### config.mk
export PLATFORM = sky130hd
export DESIGN_NAME = start_pattern_detect_config
export DESIGN_NICKNAME = d
export VERILOG_FILES = /design/src/start_pattern_pkg.sv /design/src/start_pattern_detect_config.sv /design/src/pattern_correlator.sv /design/src/gap_timer.sv
export VERILOG_INCLUDE_DIRS = /design/src /design/src/src
export SDC_FILE = /design/constraint.sdc
export NUM_CORES = 1
export LEC_CHECK = 0
export BUFFER_PORTS_ARGS = -buffer_cell sky130_fd_sc_hd__buf_4
export CAP_MARGIN = 15
export CORE_MARGIN = 1
export CORE_UTILIZATION = 40
export DETAILED_ROUTE_END_ITERATION = 8
export GPL_ROUTABILITY_DRIVEN = 0
export GPL_TIMING_DRIVEN = 0
export SLEW_MARGIN = 5
export SYNTH_ARGS = -nofsm -noshare
export SYNTH_HDL_FRONTEND = slang
export SYNTH_SLANG_ARGS = --single-unit
### constraint.sdc
create_clock -name pclk -period 2.2 [get_ports pclk]
set_input_delay 0.22 -clock pclk [delete_from_list [all_inputs] [get_ports pclk]]
set_output_delay 0.22 -clock pclk [all_outputs]
set_load 0.02 [all_outputs]
### src/start_pattern_cfg.svh
// Register indices, field positions and reset values of the start-pattern detector.
`ifndef START_PATTERN_CFG_SVH
`define START_PATTERN_CFG_SVH
`define IDX_MODE      10'h04D
`define IDX_LEN_A     10'h04E
`define IDX_LEN_B     10'h04F
`define IDX_GAP       10'h050
`define IDX_PAT_A0    10'h051
`define IDX_PAT_A1    10'h052
`define IDX_PAT_B0    10'h053
`define IDX_PAT_B1    10'h054
`define IDX_CTRL      10'h060
`define IDX_STAT      10'h061
`define MODE_RESYNC   7
`define MODE_WC_HI    6
`define MODE_WC_LO    3
`define MODE_READJ    2
`define MODE_DET_HI   1
`define MODE_DET_LO   0
`define LEN_HI        4
`define GAP_COARSE_HI 7
`define GAP_COARSE_LO 3
`define GAP_FINE_HI   2
`define GAP_FINE_LO   0
`define CTRL_START    0
`define CTRL_STOP     1
`define RST_MODE      8'h80
`define RST_LEN       5'h00
`define RST_BYTE      8'h00
`define MAX_CHIPS     5'h10
`endif

### src/start_pattern_pkg.sv
// Types shared by the start-pattern detector files.
package start_pattern_pkg;
	typedef enum logic [1:0] {
		DET_SEQ16    = 2'b00,
		DET_PARALLEL = 2'b01,
		DET_GAP      = 2'b10,
		DET_EXTENDED = 2'b11
	} detect_mode_e;
	typedef enum logic [2:0] {
		ST_IDLE    = 3'b000,
		ST_SEARCH  = 3'b001,
		ST_SEQ_B   = 3'b010,
		ST_GAP     = 3'b011,
		ST_GAP_B   = 3'b100,
		ST_PAYLOAD = 3'b101
	} detect_state_e;
endpackage : start_pattern_pkg

### src/start_pattern_detect_config.sv
// Start-pattern detector with its APB register file and payload output.
//
// Decided for this implementation: the APB slave port.
`timescale 1ns/1ps
`include "start_pattern_cfg.svh"
//
// What this block does
// Resync off in gap mode: gap is coarse plus fine, sixteenth-bit steps.
// Resync on: PLL resync after gap, coarse half bits only, fine ignored.
// Wildcard bits mask the four lowest chips of pattern A.
// Readjust off: polarity from matched pattern; on: realign phase in payload.
// Mode 00: A then B as one identifier, B only if A=16, B>0.
// Mode 01: A or B matching in parallel starts the telegram.
// Mode 10: A, then the configured gap, then B.
// Mode 11: A or B; first data bit is 0 for A, 1 for B.
// A length is 1 to 16 chips; larger codes are unused.
// Software avoids very short A lengths; phase becomes unreliable.
// B length zero only in mode 00; at most 16 chips always.
// Gap mode: coarse gap locks PLL; fine gap corrects phase without resync.
// Each pattern is two bytes: chips 7..0 low, chips 15..8 high.
// Software adds one to payload length in extended mode.
// After detection pass payload bits; correlators idle until a new start.
module start_pattern_detect_config (
	input  wire logic        pclk,          // Clock, 100 MHz.
	input  wire logic        presetn,       // Asynchronous reset, active low.
	input  wire logic        psel,          // APB select.
	input  wire logic        penable,       // APB access phase.
	input  wire logic        pwrite,        // APB write.
	input  wire logic [11:0] paddr,         // APB byte address.
	input  wire logic [31:0] pwdata,        // APB write data.
	output      logic [31:0] prdata,        // APB read data.
	output      logic        pready,        // APB ready.
	output      logic        pslverr,       // APB error, unmapped address.
	input  wire logic        chip_valid,    // A chip arrives.
	input  wire logic        chip_data,     // Chip value.
	input  wire logic        sample_tick,   // Sixteenth-bit tick.
	output      logic        payload_valid, // Payload bit strobe.
	output      logic        payload_bit,   // Payload bit.
	output      logic        code_polarity, // Polarity applied to payload.
	output      logic        phase_readjust,// Phase readjust is active.
	output      logic        pll_resync,    // Resync PLL after the gap.
	output      logic        dco_fix_valid, // Apply fine phase correction.
	output      logic [2:0]  dco_fix_val,   // Fine correction, sixteenths.
	output      logic        start_found    // Start pattern detected.
);
	start_pattern_pkg::detect_state_e state;
	start_pattern_pkg::detect_state_e next_state;
	start_pattern_pkg::detect_mode_e  det_mode;
	logic [7:0]  start_detect_mode;
	logic [4:0]  pattern_a_chips;
	logic [4:0]  pattern_b_chips;
	logic [7:0]  gap_cfg;
	logic [15:0] pat_a;
	logic [15:0] pat_b;
	logic [15:0] hist;
	logic [4:0]  cnt;
	logic [4:0]  next_cnt;
	logic        matched_b;
	logic        pair_phase;
	logic        first_chip;
	logic        detect;
	logic        gap_start;
	logic        gap_done;
	logic        hit_a;
	logic        hit_b;
	logic [31:0] rd_word;

	wire [9:0]  idx;
	wire        setup;
	wire        access;
	wire        mapped;
	wire        wr;
	wire        start_cmd;
	wire        stop_cmd;
	wire [15:0] hist_next;
	wire [4:0]  cnt_inc;
	wire        par_mode;
	wire        seq_b_used;
	wire        lenb_ok;
	wire        b_done;
	wire        resync;
	wire        readjust;
	wire        busy;
	wire        take_chip;
	wire        emit;

	// APB slave: zero wait states, read data captured in the setup phase.
	assign idx     = paddr[11:2];
	assign setup   = psel && !penable;
	assign access  = psel && penable;
	assign mapped  = (idx >= `IDX_MODE && idx <= `IDX_PAT_B1) ||
		idx == `IDX_CTRL || idx == `IDX_STAT;
	assign wr      = access && pwrite && mapped;
	assign pready  = 1'b1;
	assign pslverr = access && !mapped;
	assign start_cmd = wr && idx == `IDX_CTRL && pwdata[`CTRL_START];
	assign stop_cmd  = wr && idx == `IDX_CTRL && pwdata[`CTRL_STOP];

	always_comb begin
		rd_word = 32'h0000_0000;
		if (idx == `IDX_MODE) begin
			rd_word[7:0] = start_detect_mode;
		end else if (idx == `IDX_LEN_A) begin
			rd_word[4:0] = pattern_a_chips;
		end else if (idx == `IDX_LEN_B) begin
			rd_word[4:0] = pattern_b_chips;
		end else if (idx == `IDX_GAP) begin
			rd_word[7:0] = gap_cfg;
		end else if (idx == `IDX_PAT_A0) begin
			rd_word[7:0] = pat_a[7:0];
		end else if (idx == `IDX_PAT_A1) begin
			rd_word[7:0] = pat_a[15:8];
		end else if (idx == `IDX_PAT_B0) begin
			rd_word[7:0] = pat_b[7:0];
		end else if (idx == `IDX_PAT_B1) begin
			rd_word[7:0] = pat_b[15:8];
		end else if (idx == `IDX_STAT) begin
			rd_word[5:0] = {state, matched_b, start_found, busy};
		end
	end

	always_ff @(posedge pclk or negedge presetn) begin
		if (!presetn) begin
			prdata <= 32'h0000_0000;
		end else if (setup && !pwrite) begin
			prdata <= rd_word;
		end
	end

	always_ff @(posedge pclk or negedge presetn) begin
		if (!presetn) begin
			start_detect_mode <= `RST_MODE;
			pattern_a_chips   <= `RST_LEN;
			pattern_b_chips   <= `RST_LEN;
			gap_cfg           <= `RST_BYTE;
			pat_a             <= {`RST_BYTE, `RST_BYTE};
			pat_b             <= {`RST_BYTE, `RST_BYTE};
		end else if (wr) begin
			if (idx == `IDX_MODE) start_detect_mode <= pwdata[7:0];
			if (idx == `IDX_LEN_A) pattern_a_chips <= pwdata[`LEN_HI:0];
			if (idx == `IDX_LEN_B) pattern_b_chips <= pwdata[`LEN_HI:0];
			if (idx == `IDX_GAP) gap_cfg <= pwdata[7:0];
			if (idx == `IDX_PAT_A0) pat_a[7:0] <= pwdata[7:0];
			if (idx == `IDX_PAT_A1) pat_a[15:8] <= pwdata[7:0];
			if (idx == `IDX_PAT_B0) pat_b[7:0] <= pwdata[7:0];
			if (idx == `IDX_PAT_B1) pat_b[15:8] <= pwdata[7:0];
		end
	end

	// Mode fields and the correlators.
	assign det_mode   = start_pattern_pkg::detect_mode_e'(
		start_detect_mode[`MODE_DET_HI:`MODE_DET_LO]);
	assign resync     = start_detect_mode[`MODE_RESYNC];
	assign readjust   = start_detect_mode[`MODE_READJ];
	assign phase_readjust = readjust;
	assign hist_next  = {hist[14:0], chip_data};
	assign cnt_inc    = cnt + 5'h01;
	assign par_mode   = det_mode == start_pattern_pkg::DET_PARALLEL ||
		det_mode == start_pattern_pkg::DET_EXTENDED;
	assign seq_b_used = pattern_a_chips == `MAX_CHIPS &&
		pattern_b_chips != 5'h00;
	assign lenb_ok    = pattern_b_chips != 5'h00 &&
		pattern_b_chips <= `MAX_CHIPS;
	assign b_done     = cnt_inc == pattern_b_chips || !lenb_ok;
	assign busy       = state != start_pattern_pkg::ST_IDLE &&
		state != start_pattern_pkg::ST_PAYLOAD;

	pattern_correlator #(.CHIPS(16)) u_corr_a (
		.hist    (hist_next),
		.pattern (pat_a),
		.len     (pattern_a_chips),
		.wild    (start_detect_mode[`MODE_WC_HI:`MODE_WC_LO]),
		.hit     (hit_a)
	);

	pattern_correlator #(.CHIPS(16)) u_corr_b (
		.hist    (hist_next),
		.pattern (pat_b),
		.len     (pattern_b_chips),
		.wild    (4'h0),
		.hit     (hit_b)
	);

	gap_timer u_gap (
		.pclk        (pclk),
		.presetn     (presetn),
		.start       (gap_start),
		.resync      (resync),
		.coarse      (gap_cfg[`GAP_COARSE_HI:`GAP_COARSE_LO]),
		.fine        (gap_cfg[`GAP_FINE_HI:`GAP_FINE_LO]),
		.sample_tick (sample_tick),
		.done        (gap_done)
	);

	// Search sequencer; a detection wins over a command in the same cycle.
	always_comb begin
		next_state = state;
		next_cnt   = cnt;
		detect     = 1'b0;
		gap_start  = 1'b0;
		case (state)
			start_pattern_pkg::ST_SEARCH: begin
				if (chip_valid && par_mode && (hit_a || hit_b)) begin
					detect = 1'b1;
				end else if (chip_valid && hit_a) begin
					next_cnt = 5'h00;
					if (det_mode == start_pattern_pkg::DET_GAP) begin
						next_state = start_pattern_pkg::ST_GAP;
						gap_start  = 1'b1;
					end else if (seq_b_used) begin
						next_state = start_pattern_pkg::ST_SEQ_B;
					end else begin
						detect = 1'b1;
					end
				end
			end
			start_pattern_pkg::ST_GAP: begin
				if (gap_done) begin
					next_state = start_pattern_pkg::ST_GAP_B;
					next_cnt   = 5'h00;
				end
			end
			start_pattern_pkg::ST_SEQ_B, start_pattern_pkg::ST_GAP_B: begin
				if (chip_valid) begin
					next_cnt = cnt_inc;
					if (b_done && hit_b) begin
						detect = 1'b1;
					end else if (b_done) begin
						next_state = start_pattern_pkg::ST_SEARCH;
					end
				end
			end
			default: begin
			end
		endcase
		if (detect) begin
			next_state = start_pattern_pkg::ST_PAYLOAD;
		end else if (start_cmd) begin
			next_state = start_pattern_pkg::ST_SEARCH;
		end else if (stop_cmd) begin
			next_state = start_pattern_pkg::ST_IDLE;
		end
	end

	always_ff @(posedge pclk or negedge presetn) begin
		if (!presetn) begin
			state <= start_pattern_pkg::ST_IDLE;
			cnt   <= 5'h00;
			hist  <= 16'h0000;
		end else begin
			state <= next_state;
			cnt   <= next_cnt;
			if (chip_valid && busy) hist <= hist_next;
		end
	end

	always_ff @(posedge pclk or negedge presetn) begin
		if (!presetn) begin
			start_found   <= 1'b0;
			matched_b     <= 1'b0;
			code_polarity <= 1'b0;
		end else if (detect) begin
			start_found   <= 1'b1;
			matched_b     <= state != start_pattern_pkg::ST_SEARCH || !hit_a;
			code_polarity <= !readjust && (hit_a &&
				state == start_pattern_pkg::ST_SEARCH ? pat_a[0] : pat_b[0]);
		end else if (start_cmd) begin
			start_found   <= 1'b0;
		end
	end

	// Payload: chip pairs become bits; readjust drops a chip on a bad pair.
	assign take_chip = chip_valid && state == start_pattern_pkg::ST_PAYLOAD;
	assign emit = take_chip && pair_phase &&
		!(readjust && chip_data == first_chip);

	always_ff @(posedge pclk or negedge presetn) begin
		if (!presetn) begin
			payload_valid <= 1'b0;
			payload_bit   <= 1'b0;
			pair_phase    <= 1'b0;
			first_chip    <= 1'b0;
		end else if (detect) begin
			payload_valid <= det_mode == start_pattern_pkg::DET_EXTENDED;
			payload_bit   <= !hit_a;
			pair_phase    <= 1'b0;
		end else begin
			payload_valid <= emit;
			if (emit) payload_bit <= first_chip ^ code_polarity;
			if (take_chip && !emit) first_chip <= chip_data;
			if (take_chip) pair_phase <= !emit;
		end
	end

	// Gap end: resync the PLL, or apply the fine phase correction.
	always_ff @(posedge pclk or negedge presetn) begin
		if (!presetn) begin
			pll_resync    <= 1'b0;
			dco_fix_valid <= 1'b0;
			dco_fix_val   <= 3'h0;
		end else begin
			pll_resync    <= gap_done && resync;
			dco_fix_valid <= gap_done && !resync;
			dco_fix_val   <= gap_cfg[`GAP_FINE_HI:`GAP_FINE_LO];
		end
	end
endmodule : start_pattern_detect_config

### src/pattern_correlator.sv
// Masked comparison of the newest received chips against a reference pattern.
`timescale 1ns/1ps
module pattern_correlator #(
	parameter int CHIPS = 16
) (
	input  wire logic [CHIPS-1:0] hist,    // Received chips, newest in bit 0.
	input  wire logic [CHIPS-1:0] pattern, // Reference chips, chip 0 newest.
	input  wire logic [4:0]       len,     // Chips compared.
	input  wire logic [3:0]       wild,    // Ignore masks for chips 3..0.
	output      logic             hit      // Pattern matches.
);
	logic [CHIPS-1:0] care;
	wire              len_ok;

	// Lengths of zero or beyond the pattern width never match.
	assign len_ok = (len != 5'h00) && (len <= 5'(CHIPS));

	genvar i;
	generate
		for (i = 0; i < CHIPS; i++) begin : g_care
			if (i < 4) begin : g_wild
				assign care[i] = (5'(i) < len) && !wild[i];
			end else begin : g_plain
				assign care[i] = 5'(i) < len;
			end
		end
	endgenerate

	assign hit = len_ok && (((hist ^ pattern) & care) == '0);
endmodule : pattern_correlator

### src/gap_timer.sv
// Counts the gap between the two patterns in sixteenth-bit sample ticks.
`timescale 1ns/1ps
module gap_timer (
	input  wire logic       pclk,        // Clock.
	input  wire logic       presetn,     // Asynchronous reset, active low.
	input  wire logic       start,       // Load and start the gap.
	input  wire logic       resync,      // Half-bit resolution only.
	input  wire logic [4:0] coarse,      // Gap in half bits.
	input  wire logic [2:0] fine,        // Extra gap in sixteenth bits.
	input  wire logic       sample_tick, // One pulse per sixteenth bit.
	output      logic       done         // Gap elapsed, one cycle.
);
	logic [7:0] cnt;
	logic       run;
	wire  [7:0] load;

	assign load = resync ? {coarse, 3'h0} : {coarse, 3'h0} + {5'h00, fine};
	assign done = run && (cnt == 8'h00);

	always_ff @(posedge pclk or negedge presetn) begin
		if (!presetn) begin
			cnt <= 8'h00;
			run <= 1'b0;
		end else if (start) begin
			cnt <= load;
			run <= 1'b1;
		end else if (done) begin
			run <= 1'b0;
		end else if (run && sample_tick) begin
			cnt <= cnt - 8'h01;
		end
	end
endmodule : gap_timer

Word level (Yosys, flattened, before mapping) --
Cells that the tools add are included.
Storage, ports and cells: register bits after elaboration 110, input bits 52, output and inout bits 44, word-level logic and storage cells 239
Cells by class: add/sub/neg operators 3, order comparisons 36, equality and inequality tests 35, mux-type cells 54, bitwise logic cells 6, reduce and logical (&&, ||, !) cells 81
Operators by type and width (number):
- 10-bit by 7-bit equality test with 1-bit output, second input constant | 10
- 4-bit by 5-bit < comparator with 1-bit output, first input constant | 16
- 8-bit two-way mux | 9
- 3-bit by 5-bit < comparator with 1-bit output, first input constant | 8
- 3-bit two-way mux | 13
- 1-bit logical AND | 36
- 16-bit AND | 2
- 16-bit logical NOT | 2
- 16-bit bitwise XOR | 2
- 5-bit two-way mux | 6
- 5-bit != test, second input constant | 6
- 1-bit by 5-bit < comparator with 1-bit output, first input constant | 4
- 2-bit by 5-bit < comparator with 1-bit output, first input constant | 4
- 1-bit two-way mux | 20
- 2-bit AND reduction | 10
- 5-bit case mux with 3 select lines | 1
- 1-bit logical NOT | 13
- 6-bit two-way mux | 2
- 10-bit by 7-bit greater-or-equal comparator with 1-bit output, second input constant | 1
- 10-bit by 7-bit <= comparator with 1-bit output, second input constant | 1
- 5-bit <= comparator, second input constant | 2
- 2-bit != test, second input constant | 5
- 2-bit nonzero test | 5
- 5-bit nonzero test | 2
- other kinds (26) | 35

Depth between registers and ports, before layout --
depth in word-level cells 12, depth in mapped cells 10, depth with buffers taken out 10

Cells and area by module --
From an unflattened synthesis, not the netlist that was laid out.
Second synthesis, totals: cells, all modules 638, area total of the unflattened synthesis 6698.9 µm²
By module, submodules not included:
- start_pattern_detect_config | instances 1, cells an instance 469, area each 5330.1 µm², seq. area each 2528.7 µm²
- pattern_correlator | instances 2, cells an instance 54, area each 392.9 µm², seq. area each 0.0 µm²
- gap_timer | instances 1, cells an instance 61, area each 583.1 µm², seq. area each 225.2 µm²

Worst setup path after synthesis --
No wires, ideal clock.
path type register to register, start point register cnt[0], end point register state[0], library setup time 0.087 ns, arrival 2.112 ns, data required time 2.113 ns, path slack 0.002 ns, stages on the path, launching flop included 9, buffers on the path 0, period minus slack after synthesis 2.198 ns, cell sequence dfrtp_1 ha_1 xor2_1 nor4_2 a21o_2 nor2_2 a311o_1 o2111a_1 a211oi_2
Between the ends: longest elaborated chain between the ends 9, elaborated cells on any way between the ends 17, those cells by class add/sub: 1; eq/ne: 8; mux: 4; reduce/logical: 4
RTL lines:
- from (decl) | line start_pattern_detect_config.sv:56 | logic [4:0] cnt;
- from (signal assigned) | line start_pattern_detect_config.sv:252 | cnt <= next_cnt;
- 5-bit by 1-bit adder with 5-bit output * | line start_pattern_detect_config.sv:157 | assign cnt_inc = cnt + 5'h01;
- 5-bit equality test * | line start_pattern_detect_config.sv:164 | assign b_done = cnt_inc == pattern_b_chips || !lenb_ok;
- 1-bit logical OR * | line start_pattern_detect_config.sv:164
- 1-bit logical AND | line start_pattern_detect_config.sv:226 | if (b_done && hit_b) begin
- 1-bit two-way mux | line start_pattern_detect_config.sv:226
- 1-bit two-way mux | line start_pattern_detect_config.sv:224 | if (chip_valid) begin
- 1-bit case mux with 2 select lines | line start_pattern_detect_config.sv:201 | case (state)
- 6-bit != test (no line) (tied with other cells)
- 8-bit AND reduction (no line)
- to (signal assigned) | line start_pattern_detect_config.sv:247 | state <= start_pattern_pkg::ST_IDLE;
- to (signal assigned) | line start_pattern_detect_config.sv:251 | state <= next_state;
- to (decl) | line start_pattern_detect_config.sv:46 | start_pattern_pkg::detect_state_e state;
Every way passes the cells marked *; elsewhere a longest branch is shown, timed or not. A chain may end at the register's enable or synchronous reset.

Worst setup path after layout --
start point register pattern_b_chips[3], end point register state[0]
Between the ends: longest elaborated chain between the ends 10, elaborated cells on any way between the ends 46, those cells by class order compare: 17; eq/ne: 8; mux: 8; bitwise: 1; reduce/logical: 12
RTL lines:
- from (decl) | line start_pattern_detect_config.sv:51 | logic [4:0] pattern_b_chips;
- from (signal assigned) | line start_pattern_detect_config.sv:134 | pattern_b_chips <= `RST_LEN;
- from (signal assigned) | line start_pattern_detect_config.sv:141 | if (idx == `IDX_LEN_B) pattern_b_chips <= pwdata[`LEN_HI:0];
- 1-bit by 5-bit < comparator with 1-bit output (tied with other cells) | line pattern_correlator.sv:22 | assign care[i] = (5'(i) < len) && !wild[i];
- 16-bit AND / 1-bit logical AND (equally long branches) | line pattern_correlator.sv:29, pattern_correlator.sv:16
- 16-bit logical NOT / 1-bit logical NOT (equally long branches) | line pattern_correlator.sv:29, start_pattern_detect_config.sv:164
- 1-bit logical AND / 1-bit logical OR (equally long branches) | line pattern_correlator.sv:29, start_pattern_detect_config.sv:164
- 1-bit logical AND / 1-bit logical OR (equally long branches) | line start_pattern_detect_config.sv:226, start_pattern_detect_config.sv:203
- 1-bit two-way mux / 1-bit logical AND (equally long branches) | line start_pattern_detect_config.sv:226, start_pattern_detect_config.sv:203
- 1-bit two-way mux, on equally long branches | line start_pattern_detect_config.sv:224, start_pattern_detect_config.sv:203
- 1-bit case mux with 2 select lines | line start_pattern_detect_config.sv:201
- 6-bit != test (no line) (tied with other cells)
- 8-bit AND reduction (no line)
Parallel ways exist; a longest one is shown, timed or not.

==> flow_metrics.py <==
metrics = {
    "outcome": {
        "outcome": "complete, but fails checks",
        "violations": "hold timing, setup timing",
    },
    "yosys": {
        "post_synth_num_cell_types": 86,
        "post_synth_instance_area_sq_um": 6397,
        "syn_avg_cell_area_sq_um": 10.59,
        "yosys_warnings": 0,
        "yosys-top-cells-area": "sky130_fd_sc_hd__dfrtp_1 (43%), sky130_fd_sc_hd__mux2_2 (10%), sky130_fd_sc_hd__xnor2_1 (4.2%)",
        "ys_seq_area_frac": 0.4305,
        "cell_with_the_most_instances_after_synthesis": "sky130_fd_sc_hd__dfrtp_1",
        "synth-main-ff-cell": "sky130_fd_sc_hd__dfrtp_1",
        "synth_cells": 604,
        "post-synth-top-area-cell": "sky130_fd_sc_hd__dfrtp_1",
        "synth_enable_flop_cells": 0,
        "ys_ff_latch": 110,
        "yosysTopAreaCellShare": 0.4264,
        "synth_commonest_cells": "sky130_fd_sc_hd__dfrtp_1 (109), sky130_fd_sc_hd__mux2_2 (58), sky130_fd_sc_hd__nand2_1 (55), sky130_fd_sc_hd__nor2_1 (33), sky130_fd_sc_hd__xnor2_1 (31)",
        "asyncSetResetFlopFracSynth": 1.000,
    },
    "place": {
        "dp.final_hpwl_um": 13190,
        "postPlaceCellArea_sq_um": 7082,
        "placed_cells": 882,
        "io_buffers": 44,
    },
    "global_route": {
        "grt_pass1_vias": 5105,
        "antenna_found_initial": 0,
        "grt_first_pass_wirelength_um": 28690,
        "grt_remaining_overflow": 0,
        "met2_usage": 0.3752,
        "track_usage": 0.2321,
        "m3_gr_usage": 0.03243,
        "groute.layer.met1.usage": 0.3039,
        "largest_net_degree_at_the_start_of_global_routing": 111,
        "globalRoute.busiestLayer": "met2",
    },
    "worst_setup_path": {
        "ff_to_ff_end": "state[0]$_DFFE_PN0P_",
        "worstPathRequired_ns": 2.48,
        "critPathMaxFanout": 5,
        "max_stage_delay_ns": 0.45,
        "worst_path_max_delay_cell": "sky130_fd_sc_hd__dfrtp_2",
        "critical_path_class": "reg2reg",
        "cp_num_buf_inv": 0,
        "r2r_slack_ns": -0.14,
        "crit-reg2reg-launch": "pattern_b_chips[3]$_DFFE_PN0P_",
        "path_delay_family": "compound AO/OA/AOI/OAI gates",
        "crit_chain": "or3_4 > o311ai_4 > nand2_2 > a2111oi_4 > a21oi_2 > and3_4 > a211oi_2",
        "worstSetupEndpointType": "flop",
        "r2r.worst_path.cells": 7,
        "cp.arrival_ns": 2.61,
        "critical_path_cell_count": 7,
        "setup.worst_path.start_class": "flop",
    },
    "clock_network": {
        "worstSkewPairLatency_ns": 0.36,
        "cts_buffers": 9,
        "clock_sinks": 110,
        "cts-root-buf": "sky130_fd_sc_hd__clkbuf_16",
        "tritoncts": "yes",
        "cts_max_path_buffers": 2,
        "htreeDepth": 3,
        "ctsHoldBuffers": 0,
        "clkSlewWorstSetupHoldPaths_ns": 0.07,
    },
    "floorplan": {
        "fp.dieArea_sq_um": 16500,
        "die_height_um": 128.5,
        "start_util": 0.4147,
        "placementRows": 45,
        "design.core.area_sq_um": 15430,
        "chipWidth_um": 128.5,
        "design.portCount": 96,
    },
    "timing": {
        "fin_crit_sh": 1.063,
        "layout_setup_ws_ns": -0.1385,
        "maxClockFrequency_mhz": 427.6,
        "timing_max_transition_violations_final": 0,
        "final_hold_viol_count": 25,
        "fin_skew_ns": 0.006288,
        "setup_violations": 13,
        "timing.hold.ws_ns": -0.02542,
        "finalWorstPathRequiredPeriod_ns": 2.339,
        "rsz_0062_raised_after_global_routing": "true",
        "slew_hr": 0.3181,
        "worst_slew_pin_slew_ns": 1.023,
    },
    "layout": {
        "final_net_count": 769,
        "final_cells": 931,
        "postLayoutCoreUtil": 0.5228,
        "fin_area_sq_um": 8065,
        "final_antenna_diode_count": 0,
        "n_fill_cell": 1400,
        "syn_to_final_growth_pct": 26.07,
        "final_layout_size_suffix_gt1_frac": 0.3806,
    },
    "run": {
        "max_cap_violations": 0,
    },
    "worst_hold_path": {
        "hold_path_class": "in2async",
    },
    "drt": {
        "routedWlPerCell_um": 19.75,
        "drt_wl_total_um": 18390,
        "vias": 5268,
        "antenna_violating_nets_post_route": 0,
        "routed_via_density": 5.658,
        "drc": 0,
        "drt-initial-drc-count": 531,
        "firstDrtPassIters": 6,
    },
    "power": {
        "ir_worst_vdd_mv": 0.4326,
        "power_total_mw": 6.180,
        "power_density_nw_per_um2": 766.2,
        "leakagePower_nw": 3.770,
    },
}
[power breakdown]
group / internal [mW] / switching, mW / total (mW) / leakage, nW
registers: 2.23 / 0.342 / 2.57 / 1.49
clock network: 1.12 / 0.765 / 1.88 / 0.166
logic: 0.801 / 0.920 / 1.72 / 2.12
total: 4.15 / 2.03 / 6.18 / 3.77
[logic make-up after synthesis]
logic type,Yosys count,synth area share
xor gates and xnor gates,50,0.06845
DFF,110,0.4305
buffers and inverters,65,0.05907
and+or+nand+nor,153,0.1320
other,2,0.001174
muxes,84,0.1498
AOI/OAI and AO/OA,138,0.1551
adders and majority gates,2,0.003911
[cell type report]
class                   instances  area (sq um)  share of cell area
flip-flops and latches        110          2759              0.3421
well taps                     211         264.0             0.03273
repair buffers                 79         655.6             0.08129
multi-input cells             452          3632              0.4504
clock buffers                   9         225.2             0.02792
plain buffers                  51         364.1             0.04514
inverters                      12         45.04            0.005585
clock inverters                 7         120.1             0.01489
[per-layer routing]
metal	share of wire	wire, um	vias up
met2	0.48	8766	224
met4	0.032	596	0
met5	0	0	-
met1	0.43	7931	2617
li1	-	-	2388
met3	0.059	1092	39
[worst max path at each step]
| stage | startpoint | endpoint | slack (ns) |
|---|---|---|---|
| global route | cnt[0]$_DFFE_PN0P_ | state[0]$_DFFE_PN0P_ | -0.21 |
| CTS | pattern_b_chips[3]$_DFFE_PN0P_ | state[0]$_DFFE_PN0P_ | -0.08 |
| finish | pattern_b_chips[3]$_DFFE_PN0P_ | state[0]$_DFFE_PN0P_ | -0.14 |
| global placement | paddr[11] | state[0]$_DFFE_PN0P_ | -0.43 |
| floorplan | cnt[0]$_DFFE_PN0P_ | state[0]$_DFFE_PN0P_ | 0.002 |
| detailed placement | paddr[11] | pat_a[1]$_DFFE_PN0P_ | -0.45 |
[state kept, by name (all words and copies together) (netlist names), 5 cells and up]
name and count:
start_detect_mode 8, pat_b 16, u_gap.cnt 8, cnt 5, prdata 8, pattern_a_chips 5
gap_cfg 8, pattern_b_chips 5, hist 15, pat_a 16
[layout by cell type (no fill, tap or decap), drive strengths merged, types with 3 or more instances in the layout]
master	netlist	routed
buf	45	123
dfrtp	109	109
mux2	74	74
nand2	55	55
nor2	38	38
o21ai	32	32
xnor2	31	31
conb	2	25
a21oi	24	24
xor2	19	19
clkbuf	7	15
inv	12	14
a211oi	14	14
a31oi	9	9
nor3	9	9
mux2i	8	8
a222oi	8	8
nand3	8	8
a21o	8	8
nor4	7	7
and3	6	6
o221ai	4	4
o31ai	4	4
nand2b	4	4
o21a	3	3
nor2b	3	3
o22ai	3	3
o211ai	3	3
a32oi	3	3
bufinv	0	3
nand4	3	3
o311ai	3	3
[metrics by stage]
stage	setup TNS, ns	setup WS, ns	hold WS, ns
after floorplan	0	0.001628	-0.07559
after global placement	-18.19	-0.4293	0.4530
after detailed placement	-22.09	-0.4470	0.4346
after CTS	-0.2442	-0.08415	0.05304
after global routing	-2.247	-0.2131	0.09070
final	-0.7121	-0.1385	-0.02542
[repair_timing]
item	in CTS	in global routing
setup buffers	31	3
gates cloned	0	1
resized for setup	43	48
setup endpoints to repair	55	60
pin swaps	24	10
Note: power is estimated with default switching activity, not from simulation.
